<file path="src/hdl/ufmt_pkg.sv">
package ufmt_pkg;

   // Register word indices on the plain register port.
   localparam logic [2:0] ADDR_SOURCE_STATUS = 3'h0;
   localparam logic [2:0] ADDR_FORMAT_CTRL   = 3'h1;
   localparam logic [2:0] ADDR_EVENT_STATUS  = 3'h2;
   localparam logic [2:0] ADDR_EVENT_MASK    = 3'h3;

   // Reset values.
   localparam logic [7:0] FORMAT_CTRL_RESET = 8'h00;
   localparam logic [7:0] SOURCE_IDLE_RESET = 8'h01;
   localparam logic [6:0] EVENT_RESET       = 7'h00;

   // Format control field positions.
   localparam int FMT_DIVISOR_BIT = 7;
   localparam int FMT_BREAK_BIT   = 6;
   localparam int FMT_FORCE_BIT   = 5;
   localparam int FMT_EVEN_BIT    = 4;
   localparam int FMT_PARITY_BIT  = 3;
   localparam int FMT_STOP_BIT    = 2;
   localparam int FMT_LEN_MSB     = 1;

   // Interrupt source indices, highest priority first.
   localparam int SRC_COUNT    = 7;
   localparam int SRC_LINE_ERR = 0;
   localparam int SRC_RX_DATA  = 1;
   localparam int SRC_RX_TMO   = 2;
   localparam int SRC_TX_EMPTY = 3;
   localparam int SRC_MODEM    = 4;
   localparam int SRC_XOFF     = 5;
   localparam int SRC_FLOW     = 6;

   // Source codes for status bits 5 to 1.
   localparam logic [4:0] CODE_LINE_ERR = 5'h03;
   localparam logic [4:0] CODE_RX_DATA  = 5'h02;
   localparam logic [4:0] CODE_RX_TMO   = 5'h06;
   localparam logic [4:0] CODE_TX_EMPTY = 5'h01;
   localparam logic [4:0] CODE_MODEM    = 5'h00;
   localparam logic [4:0] CODE_XOFF     = 5'h08;
   localparam logic [4:0] CODE_FLOW     = 5'h10;

   // Stop length in half bit times.
   localparam logic [2:0] STOP_HALVES_ONE      = 3'h2;
   localparam logic [2:0] STOP_HALVES_ONE_HALF = 3'h3;
   localparam logic [2:0] STOP_HALVES_TWO      = 3'h4;

   // Word length encodings and data bit counts.
   localparam logic [1:0] LEN_FIVE  = 2'h0;
   localparam logic [3:0] BITS_FIVE = 4'h5;

   typedef struct packed {
      logic lineErr;
      logic rxData;
      logic rxTimeout;
      logic txEmpty;
      logic modemChange;
      logic xoffSeen;
      logic flowChange;
   } ufmt_event_type;

   typedef struct packed {
      logic [2:0] addr;
      logic [7:0] wrData;
      logic       wrStrobe;
      logic       rdStrobe;
   } ufmt_bus_type;

   typedef struct packed {
      logic       divisorOpen;
      logic       parityOn;
      logic       parityForced;
      logic       paritySense;
      logic [3:0] dataBits;
      logic [2:0] stopHalves;
   } ufmt_format_type;

endpackage : ufmt_pkg

</file>
<file path="src/hdl/ufmt_core.sv">
// Function
// - Rank pending sources in seven levels; status read shows code of the source latched as highest pending.
// - Status read clears only the reported source, except Xoff, which waits for Xon; lower ones appear on later reads.
// - While a reported source is unserviced, no other source replaces it.
// - Bits 3..1: line error 011, rx data 010, rx timeout 110, tx empty 001.
// - Modem change reads zero, Xoff sets bit 4, CTS/RTS change sets bit 5.
// - Bits 5 and 4 only active while flow-control enable is set.
// - Bit 0 reads 0 while any reportable source pending, 1 when idle; reset value 1.
// - Format bit 7 steers accesses to divisor latch and enhanced registers; here it only drives format.divisorOpen.
// - Format bit 6 forces transmit line low as break until cleared.
// - Format bit 3 adds parity on transmit and checks it on receive.
// - Bit 4 picks odd (0) or even (1) parity when not forced.
// - With bit 5 set, parity is fixed: 1 when bit 4 is 0, else 0.
// - Bit 2: one stop bit, or 1.5 for 5-bit and 2 for longer characters.
// - Bits 1 and 0 choose the word length for transmit and receive.
// - Word length 00..11 means 5, 6, 7, 8 data bits.
// - Every format bit resets to 0.
//
// Chosen here: the strobed register port and the register offsets.
`timescale 1ns/100ps
`default_nettype none

module ufmt_core (
   // Clock and reset.
   input  wire logic                     sys_clk,
   input  wire logic                     sys_rst,
   // Register port.
   input  wire ufmt_pkg::ufmt_bus_type   bus,
   output logic [7:0]                    rdData,
   // Interrupt sources from the channel.
   input  wire ufmt_pkg::ufmt_event_type events,
   input  wire logic                     xonSeen,
   input  wire logic                     fifoEnabled,
   input  wire logic                     flowCtlEnable,
   // Serial format and line.
   input  wire logic                     txSerialIn,
   input  wire logic [7:0]               txChar,
   input  wire logic [7:0]               rxChar,
   input  wire logic                     rxParityIn,
   output ufmt_pkg::ufmt_format_type     format,
   output logic                          txLine,
   output logic                          txParityBit,
   output logic                          rxParityError,
   // Interrupt output.
   output logic                          irq
);

   typedef struct packed {
      logic [7:0]                     fmt;
      logic [ufmt_pkg::SRC_COUNT-1:0] pend;
      logic [2:0]                     cur;
      logic                           curValid;
      logic [ufmt_pkg::SRC_COUNT-1:0] evtSt;
      logic [ufmt_pkg::SRC_COUNT-1:0] evtMask;
      logic [7:0]                     rd;
      ufmt_pkg::ufmt_format_type      fmtOut;
      logic                           tx;
      logic                           txPar;
      logic                           rxPerr;
      logic                           irq;
   } ufmt_state_type;

   ufmt_state_type st_q;
   ufmt_state_type st_d;

   // Event pulses placed by name at their source index, highest priority at index 0.
   function automatic logic [ufmt_pkg::SRC_COUNT-1:0] event_vector(input ufmt_pkg::ufmt_event_type evt);
      logic [ufmt_pkg::SRC_COUNT-1:0] vec;
      vec                         = '0;
      vec[ufmt_pkg::SRC_LINE_ERR] = evt.lineErr;
      vec[ufmt_pkg::SRC_RX_DATA]  = evt.rxData;
      vec[ufmt_pkg::SRC_RX_TMO]   = evt.rxTimeout;
      vec[ufmt_pkg::SRC_TX_EMPTY] = evt.txEmpty;
      vec[ufmt_pkg::SRC_MODEM]    = evt.modemChange;
      vec[ufmt_pkg::SRC_XOFF]     = evt.xoffSeen;
      vec[ufmt_pkg::SRC_FLOW]     = evt.flowChange;
      return vec;
   endfunction : event_vector

   // Pending sources that may be reported; the two flow-control sources need the enable.
   function automatic logic [ufmt_pkg::SRC_COUNT-1:0] live_sources(input logic [ufmt_pkg::SRC_COUNT-1:0] pend,
                                                                   input logic                           flowOn);
      logic [ufmt_pkg::SRC_COUNT-1:0] live;
      live                     = pend;
      live[ufmt_pkg::SRC_XOFF] = pend[ufmt_pkg::SRC_XOFF] & flowOn;
      live[ufmt_pkg::SRC_FLOW] = pend[ufmt_pkg::SRC_FLOW] & flowOn;
      return live;
   endfunction : live_sources

   // Index of the highest-priority source that may be reported.
   function automatic logic [3:0] pick_source(input logic [ufmt_pkg::SRC_COUNT-1:0] live);
      logic [3:0] idx;
      idx = 4'hF;
      for (int i = ufmt_pkg::SRC_COUNT - 1; i >= 0; i--) begin
         if (live[i]) begin
            idx = 4'(i);
         end
      end
      return idx;
   endfunction : pick_source

   // Code for status bits 5 to 1 of a source.
   function automatic logic [4:0] source_code(input logic [2:0] idx);
      logic [4:0] code;
      case (idx)
         3'(ufmt_pkg::SRC_LINE_ERR): code = ufmt_pkg::CODE_LINE_ERR;
         3'(ufmt_pkg::SRC_RX_DATA):  code = ufmt_pkg::CODE_RX_DATA;
         3'(ufmt_pkg::SRC_RX_TMO):   code = ufmt_pkg::CODE_RX_TMO;
         3'(ufmt_pkg::SRC_TX_EMPTY): code = ufmt_pkg::CODE_TX_EMPTY;
         3'(ufmt_pkg::SRC_XOFF):     code = ufmt_pkg::CODE_XOFF;
         3'(ufmt_pkg::SRC_FLOW):     code = ufmt_pkg::CODE_FLOW;
         default:                    code = ufmt_pkg::CODE_MODEM;
      endcase
      return code;
   endfunction : source_code

   // Source status word: FIFO flags, code of the reported source and the idle flag.
   function automatic logic [7:0] status_word(input logic live, input logic [2:0] idx, input logic fifoOn);
      logic [7:0] word;
      word      = 8'h00;
      word[7:6] = {2{fifoOn}};
      word[0]   = !live;
      if (live) begin
         word[5:1] = source_code(idx);
      end
      return word;
   endfunction : status_word

   // Data bits that take part in parity for each word length.
   function automatic logic [7:0] length_mask(input logic [1:0] len);
      logic [7:0] mask;
      case (len)
         2'h0:    mask = 8'h1F;
         2'h1:    mask = 8'h3F;
         2'h2:    mask = 8'h7F;
         default: mask = 8'hFF;
      endcase
      return mask;
   endfunction : length_mask

   // Parity bit over the active data bits under the current format.
   function automatic logic parity_of(input logic [7:0] data, input logic [7:0] fmt);
      logic [7:0] mask;
      logic       ones;
      mask = length_mask(fmt[ufmt_pkg::FMT_LEN_MSB:0]);
      ones = ^(data & mask);
      if (fmt[ufmt_pkg::FMT_FORCE_BIT]) begin
         return ~fmt[ufmt_pkg::FMT_EVEN_BIT];
      end
      // Odd sense makes the total count of ones odd, even sense makes it even.
      return fmt[ufmt_pkg::FMT_EVEN_BIT] ? ones : ~ones;
   endfunction : parity_of

   // Stop length in half bit times; the long setting depends on the word length.
   function automatic logic [2:0] stop_halves(input logic [7:0] fmt);
      logic [2:0] halves;
      if (!fmt[ufmt_pkg::FMT_STOP_BIT]) begin
         halves = ufmt_pkg::STOP_HALVES_ONE;
      end else if (fmt[ufmt_pkg::FMT_LEN_MSB:0] == ufmt_pkg::LEN_FIVE) begin
         halves = ufmt_pkg::STOP_HALVES_ONE_HALF;
      end else begin
         halves = ufmt_pkg::STOP_HALVES_TWO;
      end
      return halves;
   endfunction : stop_halves

   logic [ufmt_pkg::SRC_COUNT-1:0] liveNow;
   logic [ufmt_pkg::SRC_COUNT-1:0] evtVec;
   logic [3:0]                     bestIdx;
   logic                           rdSource;
   logic                           curLive;

   always_comb begin
      st_d     = st_q;
      liveNow  = live_sources(st_q.pend, flowCtlEnable);
      evtVec   = event_vector(events);
      bestIdx  = pick_source(liveNow);
      rdSource = bus.rdStrobe && (bus.addr == ufmt_pkg::ADDR_SOURCE_STATUS);
      curLive  = st_q.curValid && liveNow[st_q.cur];

      // Latch the reported source and hold it until it is serviced.
      if (!curLive) begin
         st_d.curValid = !bestIdx[3];
         st_d.cur      = bestIdx[2:0];
      end

      // Status read clears only the reported source; Xoff waits for Xon.
      if (rdSource && curLive && (st_q.cur != 3'(ufmt_pkg::SRC_XOFF))) begin
         st_d.pend[st_q.cur] = 1'b0;
         st_d.curValid       = 1'b0;
      end
      if (xonSeen) begin
         st_d.pend[ufmt_pkg::SRC_XOFF] = 1'b0;
      end
      // New events win over any clear in the same cycle.
      st_d.pend  = st_d.pend | evtVec;
      st_d.evtSt = st_q.evtSt | events;

      if (bus.wrStrobe) begin
         case (bus.addr)
            ufmt_pkg::ADDR_FORMAT_CTRL:  st_d.fmt = bus.wrData;
            ufmt_pkg::ADDR_EVENT_STATUS: st_d.evtSt = (st_q.evtSt & ~bus.wrData[6:0]) | events;
            ufmt_pkg::ADDR_EVENT_MASK:   st_d.evtMask = bus.wrData[6:0];
            default:                     st_d.fmt = st_q.fmt;
         endcase
      end

      st_d.rd = 8'h00;
      if (bus.rdStrobe) begin
         case (bus.addr)
            ufmt_pkg::ADDR_SOURCE_STATUS: st_d.rd = status_word(curLive, st_q.cur, fifoEnabled);
            ufmt_pkg::ADDR_FORMAT_CTRL:  st_d.rd = st_q.fmt;
            ufmt_pkg::ADDR_EVENT_STATUS: st_d.rd = {1'b0, st_q.evtSt};
            ufmt_pkg::ADDR_EVENT_MASK:   st_d.rd = {1'b0, st_q.evtMask};
            default:                     st_d.rd = 8'h00;
         endcase
      end

      st_d.fmtOut.divisorOpen  = st_q.fmt[ufmt_pkg::FMT_DIVISOR_BIT];
      st_d.fmtOut.parityOn     = st_q.fmt[ufmt_pkg::FMT_PARITY_BIT];
      st_d.fmtOut.parityForced = st_q.fmt[ufmt_pkg::FMT_FORCE_BIT];
      st_d.fmtOut.paritySense  = st_q.fmt[ufmt_pkg::FMT_EVEN_BIT];
      st_d.fmtOut.dataBits     = ufmt_pkg::BITS_FIVE + {2'h0, st_q.fmt[ufmt_pkg::FMT_LEN_MSB:0]};
      st_d.fmtOut.stopHalves   = stop_halves(st_q.fmt);

      st_d.tx     = st_q.fmt[ufmt_pkg::FMT_BREAK_BIT] ? 1'b0 : txSerialIn;
      st_d.txPar  = st_q.fmt[ufmt_pkg::FMT_PARITY_BIT] && parity_of(txChar, st_q.fmt);
      st_d.rxPerr = st_q.fmt[ufmt_pkg::FMT_PARITY_BIT] &&
                    (parity_of(rxChar, st_q.fmt) != rxParityIn);
      st_d.irq    = |(st_q.evtSt & st_q.evtMask);
   end

   always_ff @(posedge sys_clk) begin
      if (sys_rst) begin
         st_q.fmt     <= ufmt_pkg::FORMAT_CTRL_RESET;
         st_q.pend    <= ufmt_pkg::EVENT_RESET;
         st_q.cur     <= 3'h0;
         st_q.curValid <= 1'b0;
         st_q.evtSt   <= ufmt_pkg::EVENT_RESET;
         st_q.evtMask <= ufmt_pkg::EVENT_RESET;
         st_q.rd      <= 8'h00;
         st_q.fmtOut  <= '{divisorOpen: 1'b0, parityOn: 1'b0, parityForced: 1'b0, paritySense: 1'b0,
                           dataBits: ufmt_pkg::BITS_FIVE, stopHalves: ufmt_pkg::STOP_HALVES_ONE};
         st_q.tx      <= 1'b1;
         st_q.txPar   <= 1'b0;
         st_q.rxPerr  <= 1'b0;
         st_q.irq     <= 1'b0;
      end else begin
         st_q <= st_d;
      end
   end

   assign rdData        = st_q.rd;
   assign format        = st_q.fmtOut;
   assign txLine        = st_q.tx;
   assign txParityBit   = st_q.txPar;
   assign rxParityError = st_q.rxPerr;
   assign irq           = st_q.irq;

endmodule : ufmt_core

`default_nettype wire

</file>
<file path="config.mk">
export PLATFORM = sky130hd
export DESIGN_NAME = ufmt_core
export DESIGN_NICKNAME = d
export VERILOG_FILES = /design/src/hdl/ufmt_pkg.sv /design/src/hdl/ufmt_core.sv
export SDC_FILE = /design/constraint.sdc
export NUM_CORES = 1
export LEC_CHECK = 0
export BUFFER_PORTS_ARGS = -buffer_cell sky130_fd_sc_hd__buf_2
export CORE_ASPECT_RATIO = 1.75
export CORE_MARGIN = 2
export CORE_UTILIZATION = 40
export CTS_CLUSTER_SIZE = 20
export DETAILED_ROUTE_END_ITERATION = 10
export GPL_TIMING_DRIVEN = 0
export MAX_ROUTING_LAYER = met4
export PLACE_DENSITY = 0.71
export SLEW_MARGIN = 20
export SYNTH_ARGS = -nofsm -noshare
export SYNTH_HDL_FRONTEND = slang
export SYNTH_SLANG_ARGS = --single-unit
</file>
<file path="constraint.sdc">
create_clock -name sys_clk -period 2.9 [get_ports sys_clk]
set_input_delay 0.145 -clock sys_clk [delete_from_list [all_inputs] [get_ports sys_clk]]
set_output_delay 0.145 -clock sys_clk [all_outputs]
set_load 0.05 [all_outputs]
</file>
After elaboration in Yosys (flattened, before gate mapping)
Cells that the tools add are included.

operators by class
  reductions and logical operators = 20
  multiplexer cells = 28
  $add $sub $neg = 1
  eq/ne operators = 12
  $lt $le $gt $ge = 2
  bitwise operators = 17

operators with widths
  cell                                                         number
  case mux 8 bit (4 select lines)                              1
  case mux 5 bit (6 select lines)                              1
  2-to-1 mux 4 bit                                             7
  case mux 8 bit (3 select lines)                              1
  AND 7 bit                                                    3
  2-to-1 mux 7 bit                                             3
  bitwise OR 7 bit                                             3
  AND 8 bit                                                    2
  parity 8 bit                                                 2
  2-to-1 mux 14 bit                                            1
  inverter 7 bit                                               2
  equality test 3 x 2 -> 1 bit (second input constant)         4
  2-to-1 mux 1 bit                                             10
  logical AND 1 bit                                            7
  OR reduction 7 bit                                           1
  equality test 3 x 1 -> 1 bit (second input constant)         2
  equality test 3 bit (second input constant)                  2
  zero test 3 bit                                              2
  OR reduction 2 bit                                           3
  2-to-1 mux 5 bit                                             1
  inverter 1 bit                                               5
  adder 3 x 2 -> 4 bit (first input constant)                  1
  less-than comparator 3 x 4 -> 1 bit (second input constant)  1
  AND reduction 2 bit                                          2
  other kinds (11)                                             13

word-level totals
  logic and storage cells = 97
  flip-flop bits (word level) = 56
  output and inout port bits = 23
  input port bits = 43

Longest topological paths before layout
  depth after elaboration = 9
  gate-level depth with buffers = 7
  mapped depth without buffers = 7

Least setup slack after synthesis
No wires, ideal clock.

  path type = register -> register
  start = register st_q[37] in the netlist's numbering
  end = register st_q (netlist bit liveNow[4])
  data arrival time = 1.713 ns
  path slack = 1.073 ns
  setup time = 0.114 ns
  period minus slack after synthesis = 1.827 ns
  data required time = 2.786 ns
  buffers on the path = 0
  stages on the path, launching flop included = 6
  cell sequence = dfxtp_1 -> or3b_4 -> or3b_1 -> or4_1 -> a21oi_1 -> nor2_1

on the way
  longest elaborated chain between the ends = 5

RTL lines
  what                             RTL line          text
  start, declared                  ufmt_core.sv:63   ufmt_state_type st_q;
  start signal, assigned           ufmt_core.sv:249  st_q <= st_d;
  logical AND 1 bit                ufmt_core.sv:179  curLive = st_q.curValid && liveNow[st_q.cur];
  logical AND 1 bit (2 in series)  ufmt_core.sv:188  if (rdSource && curLive && (st_q.cur != 3'(ufmt_pkg::SRC_XOFF))) begin
  2-to-1 mux 7 bit                 ufmt_core.sv:188
  bitwise OR 7 bit                 ufmt_core.sv:196  st_d.pend = st_d.pend | evtVec;

Every way passes these cells.
A chain may end at the register's enable or synchronous reset.

Worst setup path in the final report
  start = register st_q[39] in the netlist's numbering
  end = register st_q[39] in the netlist's numbering

on the way
  longest elaborated chain between the ends = 3

RTL lines
  what                                    RTL line
  binary-select mux 1 bit (select 3 bit)  ufmt_core.sv:179
  2-to-1 mux 1 bit (implied by the code)  ufmt_core.sv:179
  logical AND 1 bit                       ufmt_core.sv:179

Every way passes these cells. The select of a mux whose other input is x is not followed.

==> results.json <==
{
  "synthMuxAreaShare_pct": 11.72,
  "tns_ns": 0,
  "synth_top_family_by_area": "simple AND/OR/NAND/NOR gates",
  "hold_path_class": "input port to flip-flop",
  "synth-xor-area-share_pct": 4.233,
  "die_y_um": 112.5,
  "status": "finished, final reports clean",
  "synthTopCellsByArea": "dfxtp_1 42%, mux2i_1 7.8%, buf_4 5.3%, nor2_1 4.7%, a21oi_1 3.7%",
  "worstSetupPathType": "flip-flop to flip-flop",
  "synth_cell_type_count": 49,
  "drive_above_1_share_pct": 31.46,
  "synthFlopType": "dfxtp_1",
  "syn_nets": 332,
  "start_util_pct": 41.14,
  "max_cap_violations": 0,
  "track_usage_pct": 17.89,
  "synth-seq-cells": 56,
  "ctsHoldBuffers": 0,
  "clkTransAtPathRegs_ns": 0.07,
  "yosys.area_share.simple_pct": 17.16,
  "ys_async_sr_fraction_pct": 0,
  "row_count": 39,
  "crit_fanout": 10,
  "antenna_found_initial": 0,
  "fin_crit_sh_pct": 66.87,
  "clockBufferDepth": 2,
  "clock_skew_ns": 0.002174,
  "finish.utilization_pct": 49.83,
  "numCtsBuffers": 5,
  "worst_pin_slew_ns": 0.5492,
  "coreArea_um2": 6539,
  "dp_hpwl_mm": 4.885,
  "yosysSeqAreaShare_pct": 41.67,
  "pin_count": 66,
  "io_buffers": 63,
  "cts_root_buf": "clkbuf_16",
  "totalWireLength_mm": 6.131,
  "fin_nets": 402,
  "period_needed_ns": 1.939,
  "numPlacedInstances": 430,
  "gp_congestion": 0.8945,
  "stdcell_count": 438,
  "yosys_warnings": 0,
  "wire_per_inst_um": 14.00,
  "maxSlewViolCount": 0,
  "synth-compound-area-share_pct": 12.70,
  "finalHoldViolCount": 0,
  "synth_fa_ha_area_share_pct": 1.860,
  "layout_commonest_cell": "buf_2",
  "layout_common_cells": "64 x buf_2, 56 x dfxtp_1, 34 x nor2_1",
  "tritoncts": "done",
  "syn_avg_cell_area_um2": 9.439,
  "ant_nets": 0,
  "yosysTopAreaCellShare_pct": 41.67,
  "fmax_ghz": 0.5157,
  "dieArea_um2": 7423,
  "post_cts_buffers": 0,
  "whs_path_depth": 2,
  "grt_overflow": 0,
  "die_x_um": 65.99,
  "clk_latency_ns": 0.29,
  "area_delta_synth_final_pct": 21.12,
  "setup_violations": 0,
  "grt_start_max_net_pins": 17,
  "synthesis.area_um2": 2690,
  "synth_top_area_cell": "dfxtp_1",
  "grt_setup_unrepaired": "no",
  "crit_required_ns": 3.13,
  "clkSinkCount": 56,
  "diodes": 0,
  "slew-limit-headroom_pct": 63.38,
  "synthCells": 285,
  "reg2reg_depth": 6,
  "cp_data_arrival_time_ns": 2.17,
  "crit_path_end_kind": "flip-flop",
  "power.leakage_nw": 1.477,
  "h-tree-depth": 2,
  "synth_edf_count": 0,
  "power.total_w": 0.001663,
  "dr.pass1.iters": 4,
  "drt-initial-drc-count": 80,
  "cp-start-kind": "flip-flop",
  "viasPerCell": 4.970,
  "post-route-drc-count": 0,
  "grt_pass1_wl_mm": 9.777,
  "vias": 2177,
  "hold_slack_ns": 0.05691,
  "grt_pass1_vias": 2205,
  "cts_resized": 0,
  "p_per_area_nw_per_um2": 510.4,
  "peakVddDrop_mv": 0.3471
}
flip-flops by register name, summed over array words and instances, names as in the netlist:
name and count:
rdData 8, st_q 24, rxParityError 1, txParityBit 1
txLine 1, format 11, liveNow 5, st_d 4
irq 1
layout make-up:
cell class,count,area [µm²]
fill,639,3281
multi-input combinational,180,1282
sequential,56,1121
timing repair buffer,63,315.3
buffer,33,226.5
clock buffer,7,142.6
tap,82,102.6
inverter,16,60.06
clock inverter,1,7.507
final timing paths:
| kind | start | endpoint | slack (ns) |
|---|---|---|---|
| hold reg to reg | st_q[48]$_SDFFE_PP0P_ | format[3]$_SDFF_PP1_ | 0.47 |
| setup reg to reg | st_q[39]$_SDFFE_PP0P_ | st_q[39]$_SDFFE_PP0P_ | 0.96 |
| hold / removal | txSerialIn | txLine$_SDFF_PP1_ | 0.06 |
| setup / recovery | st_q[39]$_SDFFE_PP0P_ | st_q[39]$_SDFFE_PP0P_ | 0.96 |
per-stage QoR:
step,instance area (µm²),worst slack (ns)
CTS,3258,0.9600
global route,3258,0.8576
global placement,3108,0.9989
detailed placement,3108,0.9929
finish,3258,0.9609
floorplan,2690,1.073
kinds of logic (layout without fill, tap and decap cells):
logic type,after synthesis,count (layout)
simple gates,86,86
flops,56,56
compound gates,49,49
buf+inv,49,120
mux,28,28
xor+xnor,13,13
fa+ha+maj,4,4
per-layer routing:
layer  vias to the layer above  track usage [%]  part of all wire, %
li1                       1090                -                    -
met1                       998            16.21                   37
met2                        70            32.46                   53
met3                        19            3.106                  4.9
met4                         0            12.11                  5.3
met5                         -                -                    0
report_power, final:
part           leakage [nW]  switching [W]  internal, W
registers             0.458      0.0000255     0.000797
logic                 0.949       0.000122     0.000110
clock network        0.0701       0.000265     0.000344
total                  1.48       0.000412      0.00125
synthesized netlist by cell type (2+ instances only):
cell type / number
buf_4: 19
xnor2_1: 10
or3b_2: 2
nand2b_1: 4
mux2i_1: 21
nand2_1: 14
o21ai_0: 5
a21oi_1: 20
clkbuf_1: 9
nor2_1: 34
o32a_1: 2
a22oi_1: 6
and3b_1: 2
buf_6: 4
mux2_2: 5
dfxtp_1: 56
inv_1: 16
nor3b_1: 2
a31oi_1: 2
ha_1: 4
xor2_1: 3
or4_1: 3
nor3_1: 3
a222oi_1: 3
nor2b_1: 12
worst max-delay path, cell delays in order, from the launching register on:
cell	delay [ns]
dfxtp_1	0.37
buf_6	0.15
and4b_4	0.21
o31ai_4	0.38
a21boi_2	0.14
or4_1	0.48
a21oi_1	0.15
No activity file was read; power rests on OpenSTA's default activity.
